File: src/sys_call_pkg.sv
// Shared constants and the return-word helper of the system call handler and its requester.
//
// Notes on behaviour
// - Opcode 0C reloads flash trim for mode.
// - Requester sets bit 1 high for ultra-low-power.
// - Mode switch lasts 20 us, flash reads stalled.
// - Bit 0 chooses word or block parameters.
// - Requester gives aligned block address, all bits.
// - Return word: status 31:28, code 23:0.
// - Status goes to word or block word 0.
// - Basic hash: h = (2h + byte) mod 127.
// - Opcode 0D hashes; type 01 selects CRC8.
// - Requester puts start at 04, count-1 at 08.
// - Hash outside flash returns invalid-address status.
// - Hash reads carry the caller's protection context.
// - Hash value returned in bits 7:0, bits 23:8 zero.
// - Opcode 0E fills start through end inclusive.
// - Requester puts start 04, end 08, data 0C.
// - Fill never touches protected space or flash.
// - Requester aligns fill start and end addresses.
// - Fill start not below end gives status F.
package sys_call_pkg;

	// ----------------------------------------------------------------
	// Call word layout and opcodes
	// ----------------------------------------------------------------
	localparam int OPC_HI = 31;
	localparam int OPC_LO = 24;
	localparam int TYPE_HI = 15;
	localparam int TYPE_LO = 8;
	localparam int MODE_BIT = 1;
	localparam int IN_DATA_BIT = 0;
	localparam logic [7:0] OPC_POWER_SWITCH = 8'h0C;
	localparam logic [7:0] OPC_HASH = 8'h0D;
	localparam logic [7:0] OPC_FILL = 8'h0E;
	localparam logic [7:0] HASH_TYPE_CRC = 8'h01;

	// ----------------------------------------------------------------
	// Parameter block: word index times word size gives the byte offset
	// ----------------------------------------------------------------
	localparam logic [31:0] WORD_BYTES = 32'h00000004;
	localparam logic [1:0] IDX_OP = 2'h0;
	localparam logic [1:0] IDX_START = 2'h1;
	localparam logic [1:0] IDX_END = 2'h2;
	localparam logic [1:0] IDX_DATA = 2'h3;

	// ----------------------------------------------------------------
	// Return word
	// ----------------------------------------------------------------
	localparam logic [3:0] ST_OK = 4'hA;
	localparam logic [3:0] ST_FAIL = 4'hF;
	localparam logic [23:0] ERR_NONE = 24'h000000;
	localparam logic [23:0] ERR_ADDR = 24'h000001;
	localparam logic [23:0] ERR_ARG = 24'h000002;
	localparam logic [23:0] ERR_OPCODE = 24'h000003;
	localparam logic [23:0] ERR_BUS = 24'h000004;
	localparam logic [15:0] HASH_PAD = 16'h0000;
	localparam logic [3:0] RET_UNUSED = 4'h0;

	// ----------------------------------------------------------------
	// Hash constants
	// ----------------------------------------------------------------
	localparam logic [8:0] HASH_MOD = 9'h07F;
	localparam logic [7:0] HASH_INIT = 8'h00;
	localparam logic [7:0] CRC_POLY = 8'h1D;
	localparam logic [7:0] CRC_INIT = 8'hFF;
	localparam logic [7:0] CRC_XOR_OUT = 8'hFF;

	// ----------------------------------------------------------------
	// Timing at the 40 MHz system clock
	// ----------------------------------------------------------------
	localparam int SWITCH_TIME_NS = 20000;
	localparam int CLK_PERIOD_NS = 25;
	localparam int SWITCH_CYCLES = SWITCH_TIME_NS / CLK_PERIOD_NS;

	// ----------------------------------------------------------------
	// Requester register map and masters
	// ----------------------------------------------------------------
	localparam logic [3:0] REG_CALL = 4'h0;
	localparam logic [3:0] REG_MASTER = 4'h4;
	localparam logic [3:0] REG_STATUS = 4'h8;
	localparam logic [3:0] REG_RESULT = 4'hC;
	localparam int STAT_BUSY = 0;
	localparam int STAT_DONE = 1;
	localparam logic [1:0] MASTER_DEBUG = 2'h0;
	localparam logic [1:0] MASTER_SECURE = 2'h1;
	localparam logic [1:0] MASTER_APP = 2'h2;

	// Builds a return word; bits 27:24 are left at zero.
	function automatic logic [31:0] make_ret(input logic [3:0] st, input logic [23:0] code);
		make_ret = {st, RET_UNUSED, code};
	endfunction

endpackage

File: src/sys_call_if.sv
// Link between a requesting master and the system call handler.
`timescale 1ns/1ps
`default_nettype none
interface sys_call_if;
	logic call_valid;
	logic [31:0] call_word;
	logic [1:0] call_master;
	logic call_busy;
	logic ret_valid;
	logic [31:0] ret_word;
	logic ret_to_data;

	modport requester
	(
		output call_valid,
		output call_word,
		output call_master,
		input call_busy,
		input ret_valid,
		input ret_word,
		input ret_to_data
	);

	modport handler
	(
		input call_valid,
		input call_word,
		input call_master,
		output call_busy,
		output ret_valid,
		output ret_word,
		output ret_to_data
	);
endinterface
`default_nettype wire

File: src/hash_byte_step.sv
// One byte step of the basic modulo hash or of the CRC8.
`timescale 1ns/1ps
`default_nettype none
module hash_byte_step
	import sys_call_pkg::*;
(
	input wire logic [7:0] acc,
	input wire logic [7:0] data,
	input wire logic crc_sel,
	output logic [7:0] acc_next
);

	logic [8:0] sum;
	logic [7:0] crc;

	// ----------------------------------------------------------------
	// Byte step
	// ----------------------------------------------------------------
	// The running basic hash stays below 127, so twice it plus a byte fits nine bits.
	always_comb
	begin
		sum = {acc, 1'b0} + {1'b0, data};
		crc = acc ^ data;
		for (int i = 0; i < 8; i++)
		begin
			crc = crc[7] ? ({crc[6:0], 1'b0} ^ CRC_POLY) : {crc[6:0], 1'b0};
		end
		acc_next = crc_sel ? crc : 8'(sum % HASH_MOD);
	end

endmodule
`default_nettype wire

File: src/sys_call_handler.sv
// Device end: decodes and runs the power switch, hash and bulk fill calls.
`timescale 1ns/1ps
`default_nettype none
module sys_call_handler
	import sys_call_pkg::*;
#(
	parameter logic [31:0] FLASH_BASE = 32'h10000000,
	parameter logic [31:0] FLASH_SIZE = 32'h00080000,
	parameter logic [31:0] WRITE_BASE = 32'h08000000,
	parameter logic [31:0] WRITE_SIZE = 32'h00040000
)
(
	input wire logic clk_sys,
	input wire logic resetn,
	sys_call_if.handler link,
	output logic mem_req,
	output logic mem_we,
	output logic [31:0] mem_addr,
	output logic [31:0] mem_wdata,
	output logic [1:0] mem_prot,
	input wire logic [31:0] mem_rdata,
	input wire logic mem_ack,
	input wire logic mem_err,
	output logic fm_reload,
	output logic fm_ulp,
	output logic flash_stall
);

	typedef enum logic [2:0] {S_IDLE, S_PARAM, S_DECODE, S_POWER, S_HASH, S_FILL, S_WB, S_RET} state_t;

	typedef struct packed {
		state_t state;
		logic busy;
		logic in_data;
		logic [1:0] master;
		logic [31:0] ptr;
		logic [1:0] idx;
		logic [3:0][31:0] prm;
		logic [31:0] addr;
		logic [31:0] cnt;
		logic [7:0] hash;
		logic crc;
		logic mem_req;
		logic mem_we;
		logic [31:0] mem_addr;
		logic [31:0] mem_wdata;
		logic fm_reload;
		logic fm_ulp;
		logic stall;
		logic ret_valid;
		logic [31:0] ret_word;
		logic ret_to_data;
	} handler_t;

	handler_t q;
	handler_t n;
	logic fin;
	logic [3:0] fin_st;
	logic [23:0] fin_code;
	logic [7:0] hash_next;
	logic [7:0] op_now;

	// ----------------------------------------------------------------
	// Helpers
	// ----------------------------------------------------------------
	// Last parameter word needed by an opcode; the power switch needs only word 0.
	function automatic logic [1:0] param_last(input logic [7:0] op);
		unique case (op)
			OPC_HASH: param_last = IDX_END;
			OPC_FILL: param_last = IDX_DATA;
			default: param_last = IDX_OP;
		endcase
	endfunction

	// True when lo..hi lies inside base..base+size; 33 bits keep the sum from wrapping.
	function automatic logic in_window(input logic [32:0] lo, input logic [32:0] hi,
		input logic [31:0] base, input logic [31:0] size);
		in_window = (lo >= {1'b0, base}) && (hi < ({1'b0, base} + {1'b0, size}));
	endfunction

	// Aligned word address holding a byte.
	function automatic logic [31:0] word_of(input logic [31:0] a);
		word_of = {a[31:2], 2'b00};
	endfunction

	// Little-endian byte lane select.
	function automatic logic [7:0] byte_of(input logic [31:0] w, input logic [1:0] sel);
		byte_of = 8'(w >> {sel, 3'b000});
	endfunction

	// ----------------------------------------------------------------
	// Hash datapath
	// ----------------------------------------------------------------
	hash_byte_step u_step
	(
		.acc(q.hash),
		.data(byte_of(mem_rdata, q.addr[1:0])),
		.crc_sel(q.crc),
		.acc_next(hash_next)
	);

	// ----------------------------------------------------------------
	// Call sequencer
	// ----------------------------------------------------------------
	// Only the documented fields are ever decoded, so unused bits cannot steer a call.
	always_comb
	begin
		n = q;
		n.fm_reload = 1'b0;
		n.ret_valid = 1'b0;
		fin = 1'b0;
		fin_st = ST_OK;
		fin_code = ERR_NONE;
		op_now = q.prm[IDX_OP][OPC_HI:OPC_LO];
		unique case (q.state)
			S_IDLE:
			begin
				if (link.call_valid)
				begin
					n.busy = 1'b1;
					n.master = link.call_master;
					n.in_data = link.call_word[IN_DATA_BIT];
					n.ptr = link.call_word;
					n.idx = IDX_OP;
					n.prm[IDX_OP] = link.call_word;
					if (link.call_word[IN_DATA_BIT])
					begin
						n.state = S_DECODE;
					end
					else
					begin
						n.state = S_PARAM;
						n.mem_req = 1'b1;
						n.mem_we = 1'b0;
						n.mem_addr = link.call_word;
					end
				end
			end
			S_PARAM:
			begin
				// Parameter words are read in order; the opcode in word 0 says how many follow.
				if (mem_ack)
				begin
					n.prm[q.idx] = mem_rdata;
					if (mem_err)
					begin
						n.mem_req = 1'b0;
						fin = 1'b1;
						fin_st = ST_FAIL;
						fin_code = ERR_BUS;
					end
					else if (q.idx >= param_last((q.idx == IDX_OP) ? mem_rdata[OPC_HI:OPC_LO] : op_now))
					begin
						n.mem_req = 1'b0;
						n.state = S_DECODE;
					end
					else
					begin
						n.idx = q.idx + 2'h1;
						n.mem_addr = q.mem_addr + WORD_BYTES;
					end
				end
			end
			S_DECODE:
			begin
				if (op_now == OPC_POWER_SWITCH)
				begin
					n.fm_reload = 1'b1;
					n.fm_ulp = q.prm[IDX_OP][MODE_BIT];
					n.stall = 1'b1;
					n.cnt = 32'(SWITCH_CYCLES - 1);
					n.state = S_POWER;
				end
				else if (q.in_data)
				begin
					// Only the power switch may carry its arguments in the call word.
					fin = 1'b1;
					fin_st = ST_FAIL;
					fin_code = ERR_OPCODE;
				end
				else if (op_now == OPC_HASH)
				begin
					if (in_window({1'b0, q.prm[IDX_START]}, {1'b0, q.prm[IDX_START]} + {1'b0, q.prm[IDX_END]},
						FLASH_BASE, FLASH_SIZE))
					begin
						n.crc = (q.prm[IDX_OP][TYPE_HI:TYPE_LO] == HASH_TYPE_CRC);
						n.hash = n.crc ? CRC_INIT : HASH_INIT;
						n.addr = q.prm[IDX_START];
						n.cnt = q.prm[IDX_END];
						n.mem_req = 1'b1;
						n.mem_we = 1'b0;
						n.mem_addr = word_of(q.prm[IDX_START]);
						n.state = S_HASH;
					end
					else
					begin
						fin = 1'b1;
						fin_st = ST_FAIL;
						fin_code = ERR_ADDR;
					end
				end
				else if (op_now == OPC_FILL)
				begin
					// Every check is settled here, before any write is issued.
					if (q.prm[IDX_START] >= q.prm[IDX_END])
					begin
						fin = 1'b1;
						fin_st = ST_FAIL;
						fin_code = ERR_ARG;
					end
					else if (q.prm[IDX_START][1:0] != 2'b00 || q.prm[IDX_END][1:0] != 2'b00 ||
						!in_window({1'b0, q.prm[IDX_START]}, {1'b0, q.prm[IDX_END]}, WRITE_BASE, WRITE_SIZE))
					begin
						fin = 1'b1;
						fin_st = ST_FAIL;
						fin_code = ERR_ADDR;
					end
					else
					begin
						n.mem_req = 1'b1;
						n.mem_we = 1'b1;
						n.mem_addr = q.prm[IDX_START];
						n.mem_wdata = q.prm[IDX_DATA];
						n.state = S_FILL;
					end
				end
				else
				begin
					fin = 1'b1;
					fin_st = ST_FAIL;
					fin_code = ERR_OPCODE;
				end
			end
			S_POWER:
			begin
				// Flash reads stay stalled until the count runs out.
				if (q.cnt == 32'h00000000)
				begin
					n.stall = 1'b0;
					fin = 1'b1;
				end
				else
				begin
					n.cnt = q.cnt - 32'h00000001;
				end
			end
			S_HASH:
			begin
				// One read per byte keeps the datapath small at the cost of speed.
				if (mem_ack)
				begin
					n.hash = hash_next;
					if (mem_err)
					begin
						n.mem_req = 1'b0;
						fin = 1'b1;
						fin_st = ST_FAIL;
						fin_code = ERR_BUS;
					end
					else if (q.cnt == 32'h00000000)
					begin
						n.mem_req = 1'b0;
						fin = 1'b1;
						fin_code = {HASH_PAD, q.crc ? (hash_next ^ CRC_XOR_OUT) : hash_next};
					end
					else
					begin
						n.cnt = q.cnt - 32'h00000001;
						n.addr = q.addr + 32'h00000001;
						n.mem_addr = word_of(q.addr + 32'h00000001);
					end
				end
			end
			S_FILL:
			begin
				if (mem_ack)
				begin
					if (mem_err || q.mem_addr == q.prm[IDX_END])
					begin
						n.mem_req = 1'b0;
						n.mem_we = 1'b0;
						fin = 1'b1;
						fin_st = mem_err ? ST_FAIL : ST_OK;
						fin_code = mem_err ? ERR_BUS : ERR_NONE;
					end
					else
					begin
						n.mem_addr = q.mem_addr + WORD_BYTES;
					end
				end
			end
			S_WB:
			begin
				if (mem_ack)
				begin
					n.mem_req = 1'b0;
					n.mem_we = 1'b0;
					n.state = S_RET;
				end
			end
			S_RET:
			begin
				n.ret_valid = 1'b1;
				n.ret_to_data = q.in_data;
				n.busy = 1'b0;
				n.state = S_IDLE;
			end
		endcase

		// Every call ends here: the word goes straight back or first to block word 0.
		if (fin)
		begin
			n.ret_word = make_ret(fin_st, fin_code);
			if (q.in_data)
			begin
				n.state = S_RET;
			end
			else
			begin
				n.state = S_WB;
				n.mem_req = 1'b1;
				n.mem_we = 1'b1;
				n.mem_addr = q.ptr;
				n.mem_wdata = make_ret(fin_st, fin_code);
			end
		end
	end

	// ----------------------------------------------------------------
	// State register
	// ----------------------------------------------------------------
	// All-zero is idle with every strobe low.
	always_ff @(posedge clk_sys)
	begin
		if (!resetn)
		begin
			q <= '0;
		end
		else
		begin
			q <= n;
		end
	end

	// ----------------------------------------------------------------
	// Outputs
	// ----------------------------------------------------------------
	// Every access carries the caller's master id as its protection context.
	assign mem_prot = q.master;
	assign mem_req = q.mem_req;
	assign mem_we = q.mem_we;
	assign mem_addr = q.mem_addr;
	assign mem_wdata = q.mem_wdata;
	assign fm_reload = q.fm_reload;
	assign fm_ulp = q.fm_ulp;
	assign flash_stall = q.stall;
	assign link.call_busy = q.busy;
	assign link.ret_valid = q.ret_valid;
	assign link.ret_word = q.ret_word;
	assign link.ret_to_data = q.ret_to_data;

endmodule
`default_nettype wire

File: src/flat_wrapper.sv
// flat-port wrapper written by rule: the top's interface ports become plain ports
module sys_call_handler_flat import sys_call_pkg::*;
#(
	parameter logic [31:0] FLASH_BASE = 32'h10000000,
	parameter logic [31:0] FLASH_SIZE = 32'h00080000,
	parameter logic [31:0] WRITE_BASE = 32'h08000000,
	parameter logic [31:0] WRITE_SIZE = 32'h00040000
)
  (clk_sys, resetn, mem_req, mem_we, mem_addr, mem_wdata, mem_prot, mem_rdata, mem_ack, mem_err, fm_reload, fm_ulp, flash_stall, link_call_valid, link_call_word, link_call_master, link_call_busy, link_ret_valid, link_ret_word, link_ret_to_data);
  sys_call_if link_i ();
  input wire logic clk_sys;
  input wire logic resetn;
  output logic mem_req;
  output logic mem_we;
  output logic [31:0] mem_addr;
  output logic [31:0] mem_wdata;
  output logic [1:0] mem_prot;
  input wire logic [31:0] mem_rdata;
  input wire logic mem_ack;
  input wire logic mem_err;
  output logic fm_reload;
  output logic fm_ulp;
  output logic flash_stall;
  input wire logic [$bits(link_i.call_valid)-1:0] link_call_valid;
  input wire logic [$bits(link_i.call_word)-1:0] link_call_word;
  input wire logic [$bits(link_i.call_master)-1:0] link_call_master;
  output wire logic [$bits(link_i.call_busy)-1:0] link_call_busy;
  output wire logic [$bits(link_i.ret_valid)-1:0] link_ret_valid;
  output wire logic [$bits(link_i.ret_word)-1:0] link_ret_word;
  output wire logic [$bits(link_i.ret_to_data)-1:0] link_ret_to_data;
  assign link_i.call_valid = link_call_valid;
  assign link_i.call_word = link_call_word;
  assign link_i.call_master = link_call_master;
  assign link_call_busy = link_i.call_busy;
  assign link_ret_valid = link_i.ret_valid;
  assign link_ret_word = link_i.ret_word;
  assign link_ret_to_data = link_i.ret_to_data;
  sys_call_handler #(.FLASH_BASE(FLASH_BASE), .FLASH_SIZE(FLASH_SIZE), .WRITE_BASE(WRITE_BASE), .WRITE_SIZE(WRITE_SIZE)) u_core (.clk_sys(clk_sys), .resetn(resetn), .link(link_i), .mem_req(mem_req), .mem_we(mem_we), .mem_addr(mem_addr), .mem_wdata(mem_wdata), .mem_prot(mem_prot), .mem_rdata(mem_rdata), .mem_ack(mem_ack), .mem_err(mem_err), .fm_reload(fm_reload), .fm_ulp(fm_ulp), .flash_stall(flash_stall));
endmodule
File: config.mk
export PLATFORM = sky130hd
export DESIGN_NAME = sys_call_handler_flat
export DESIGN_NICKNAME = d
export VERILOG_FILES = /design/src/sys_call_pkg.sv /design/src/sys_call_if.sv /design/src/hash_byte_step.sv /design/src/sys_call_handler.sv /design/src/flat_wrapper.sv
export SDC_FILE = /design/constraint.sdc
export NUM_CORES = 1
export LEC_CHECK = 0
export BUFFER_PORTS_ARGS = -buffer_cell sky130_fd_sc_hd__buf_2
export CELL_PAD_IN_SITES_DETAIL_PLACEMENT = 1
export CELL_PAD_IN_SITES_GLOBAL_PLACEMENT = 1
export CORE_MARGIN = 2
export CORE_UTILIZATION = 32
export DETAILED_ROUTE_END_ITERATION = 7
export PLACE_DENSITY = 0.66
export SETUP_SLACK_MARGIN = 0.05
export SYNTH_ARGS = -nofsm -noshare
export SYNTH_HDL_FRONTEND = slang
export SYNTH_SLANG_ARGS = --single-unit
export TNS_END_PERCENT = 100
File: constraint.sdc
create_clock -name clk_sys -period 6.1 [get_ports clk_sys]
set_clock_uncertainty 0.1 [all_clocks]
set_input_delay 0.915 -clock clk_sys [delete_from_list [all_inputs] [get_ports clk_sys]]
set_output_delay 0.915 -clock clk_sys [all_outputs]
set_load 0.05 [all_outputs]
==> impl_metrics.json <==
{
  "status": "finished clean",
  "tightestPinTransition_ns": 1.19,
  "grt.total_usage": 0.290,
  "r2r_cells": 20,
  "worstPathCellList": "buf_4 > mux4_2 > ha_1 > a21oi_1 > nand2_1 > or4_1 > nand3_1 > o21ai_0 > o21ai_0 > ha_1 > nand2_1 > or4_1 > nand3_1 > nor4b_1 > mux2i_1 > nor2_1 > a211oi_1 > buf_4 > nor2_1 > a211oi_1",
  "use_met2": 0.456,
  "worst_slack_ns": 0.419,
  "synth_cell_types": 100,
  "grtUsageMet1": 0.394,
  "min_period_ns": 5.68,
  "busiest_layer": "met2",
  "cts_hold_buf": 0,
  "endpoint_kind": "register",
  "place.gp.congestion": 0.943,
  "placementRows": 94,
  "place_area_um2": 22800,
  "p_leak_nw": 9.32,
  "final_util": 0.366,
  "postCtsSetupBuffers": 0,
  "cp.required_ns": 6.51,
  "final_area_um2": 24200,
  "whs_path_depth": 2,
  "drv_cap": 0,
  "drc": 0,
  "die_w_um": 262,
  "slew_violations": 0,
  "coreArea_um2": 66000,
  "setup_viol": 0,
  "grt_pass1_vias": 22700,
  "die-area_um2": 68800,
  "vias": 23200,
  "fin_crit_sh": 0.931,
  "avgSynthCellArea_um2": 7.29,
  "timing.fmax_mhz": 176,
  "cpMaxStageDelayCell": "dfxtp_1",
  "cts_tree": "yes",
  "fin_cells": 3863,
  "viasPerCell": 6.01,
  "async_reset_ff_frac": 0,
  "wirelength_mm": 104,
  "ys_warn_count": 0,
  "drt_iter0_markers": 2373,
  "synth-seq-cells": 307,
  "antenna_found_initial": 3,
  "root_buffer": "clkbuf_16",
  "firstDrtPassIters": 6,
  "numCtsBuffers": 40,
  "port_buffers": 156,
  "max-slew-margin-rel": 0.202,
  "dp_hpwl_mm": 78.5,
  "place_inst": 3793,
  "grt_util_met3": 0.0391,
  "r2r_setup_slack_ns": 0.42,
  "drive_gt1_frac": 0.142,
  "start_util": 0.324,
  "p_per_area_nw_per_um2": 420,
  "whs_endpoint": "u_core.mem_wdata[27]",
  "grt_max_degree": 105,
  "h-tree-depth": 2,
  "max-clock-path-buffers": 3,
  "synth-seq-area-share": 0.288,
  "max_stage_delay_ns": 0.64,
  "pin_count": 177,
  "mostFrequentLayoutCell": "nand2_1",
  "clk_latency_ns": 0.60,
  "regToRegStartpoint": "u_core.q[145]",
  "die_y_um": 262,
  "synth-edff-count": 0,
  "diodes": 0,
  "hp-class": "register to register",
  "r2r-end": "u_core.mem_wdata[6]",
  "grt_pass1_wl_mm": 152,
  "postRouteAntennaNets": 0,
  "synthesis.area_um2": 21400,
  "grt-ovfl-total": 0,
  "startpoint_type": "register",
  "areaGrowthSynthToFinish_pct": 13.1,
  "fillers": 8114,
  "wl_per_cell_um": 26.8,
  "arrival_ns": 6.09,
  "cp_max_fo": 9,
  "worstHoldStart": "u_core.mem_wdata[27]",
  "clock_sinks": 307,
  "cts-resized-gates": 0,
  "pre_cts_ws_ns": -0.0569,
  "ys.flop_type": "dfxtp_1",
  "path_class": "register to register",
  "layout_common_cells": "nand2_1, a21oi_1, dfxtp_1",
  "syn_inst": 2931,
  "clk_pin_slew_ns": 0.07,
  "peakVddDrop_uv": 264,
  "rsz0062_at_grt": "no",
  "finalHoldViolCount": 0,
  "fin_nets": 3125
}
-- cells in the mapped netlist, types with 62 or more instances --
library cell / instances / area share
a21oi_1: 370 / 0.087
buf_4: 103 / 0.036
clkbuf_1: 174 / 0.031
dfxtp_1: 307 / 0.29
ha_1: 82 / 0.048
inv_1: 77 / 0.014
nand2_1: 489 / 0.086
nand3_1: 71 / 0.017
nor2_1: 216 / 0.038
nor3_1: 62 / 0.015
o21ai_0: 118 / 0.028
xor2_1: 67 / 0.027
-- worst max-delay path, delay by kind of cell (launching register included) --
family	cells	cell delay, ns
AND/OR/NAND/NOR	9	2.02
AO/OA/AOI/OAI	5	1.15
multiplexers	2	0.68
flip-flops	1	0.64
adder cells (fa/ha/maj)	2	0.63
buffers and inverters	2	0.39
-- how the worst max path moves through the flow --
| stage | from | end | slack, ns | cells after the start |
|---|---|---|---|---|
| after floorplan | mem_rdata[25] | u_core.q[109] | 0.47 | 24 |
| after global placement | mem_rdata[26] | u_core.mem_wdata[6] | 0.05 | 21 |
| after detailed placement | mem_rdata[26] | u_core.mem_wdata[6] | -0.06 | 20 |
| after CTS | u_core.q[144] | u_core.mem_wdata[6] | 0.44 | 20 |
| after global routing | u_core.q[144] | u_core.mem_wdata[6] | 0.09 | 20 |
| final | u_core.q[145] | u_core.mem_wdata[6] | 0.42 | 20 |
-- state kept, by name, indices dropped and copies added, names as in the netlist, 2 cells and up --
name	cells
u_core.q	215
u_core.mem_addr	32
u_core.mem_wdata	32
u_core.link.ret_word	10
u_core.op_now	8
u_core.mem_prot	2
-- per-stage QoR --
step	setup TNS [ns]	hold slack (ns)	total power, mW
6_report	0	0.349	10.2
5_1_grt	0	0.370	10.7
4_1_cts	0	0.351	10.1
3_5_place_dp	-0.0569	0.343	7.62
3_3_place_gp	0	0.337	7.52
2_1_floorplan	0	0.331	6.02
-- layer usage --
layer,share of wire,vias to the layer above
met1,0.44,11600
li1,-,10500
met4,0.049,2
met2,0.44,971
met3,0.072,203
met5,0.00017,-
-- where the power goes --
part / internal, mW / total [mW] / switching (mW)
clock: 1.44 / 2.46 / 1.02
combinational: 1.60 / 4.97 / 3.37
sequential: 2.29 / 2.72 / 0.430
-- area by class of cell --
type / count / area (um2) / share of cell area
inverters: 79 / 302 / 0.0125
flip-flops and latches: 307 / 6150 / 0.254
clock buffers: 54 / 1130 / 0.0469
multi-input cells: 2253 / 13400 / 0.556
repair buffers: 290 / 1850 / 0.0765
well taps: 864 / 1080 / 0.0447
clock inverters: 16 / 215 / 0.00890
-- kinds of logic after synthesis --
group	after synthesis	synth area share
and+or+nand+nor	1131	0.247
AOI/OAI and AO/OA	872	0.261
buffers and inverters	390	0.0885
DFF	307	0.288
xor gates and xnor gates	113	0.0463
adders and majority gates	83	0.0490
muxes	34	0.0208
other	1	0.000176
(Power assumes the default switching activity.)
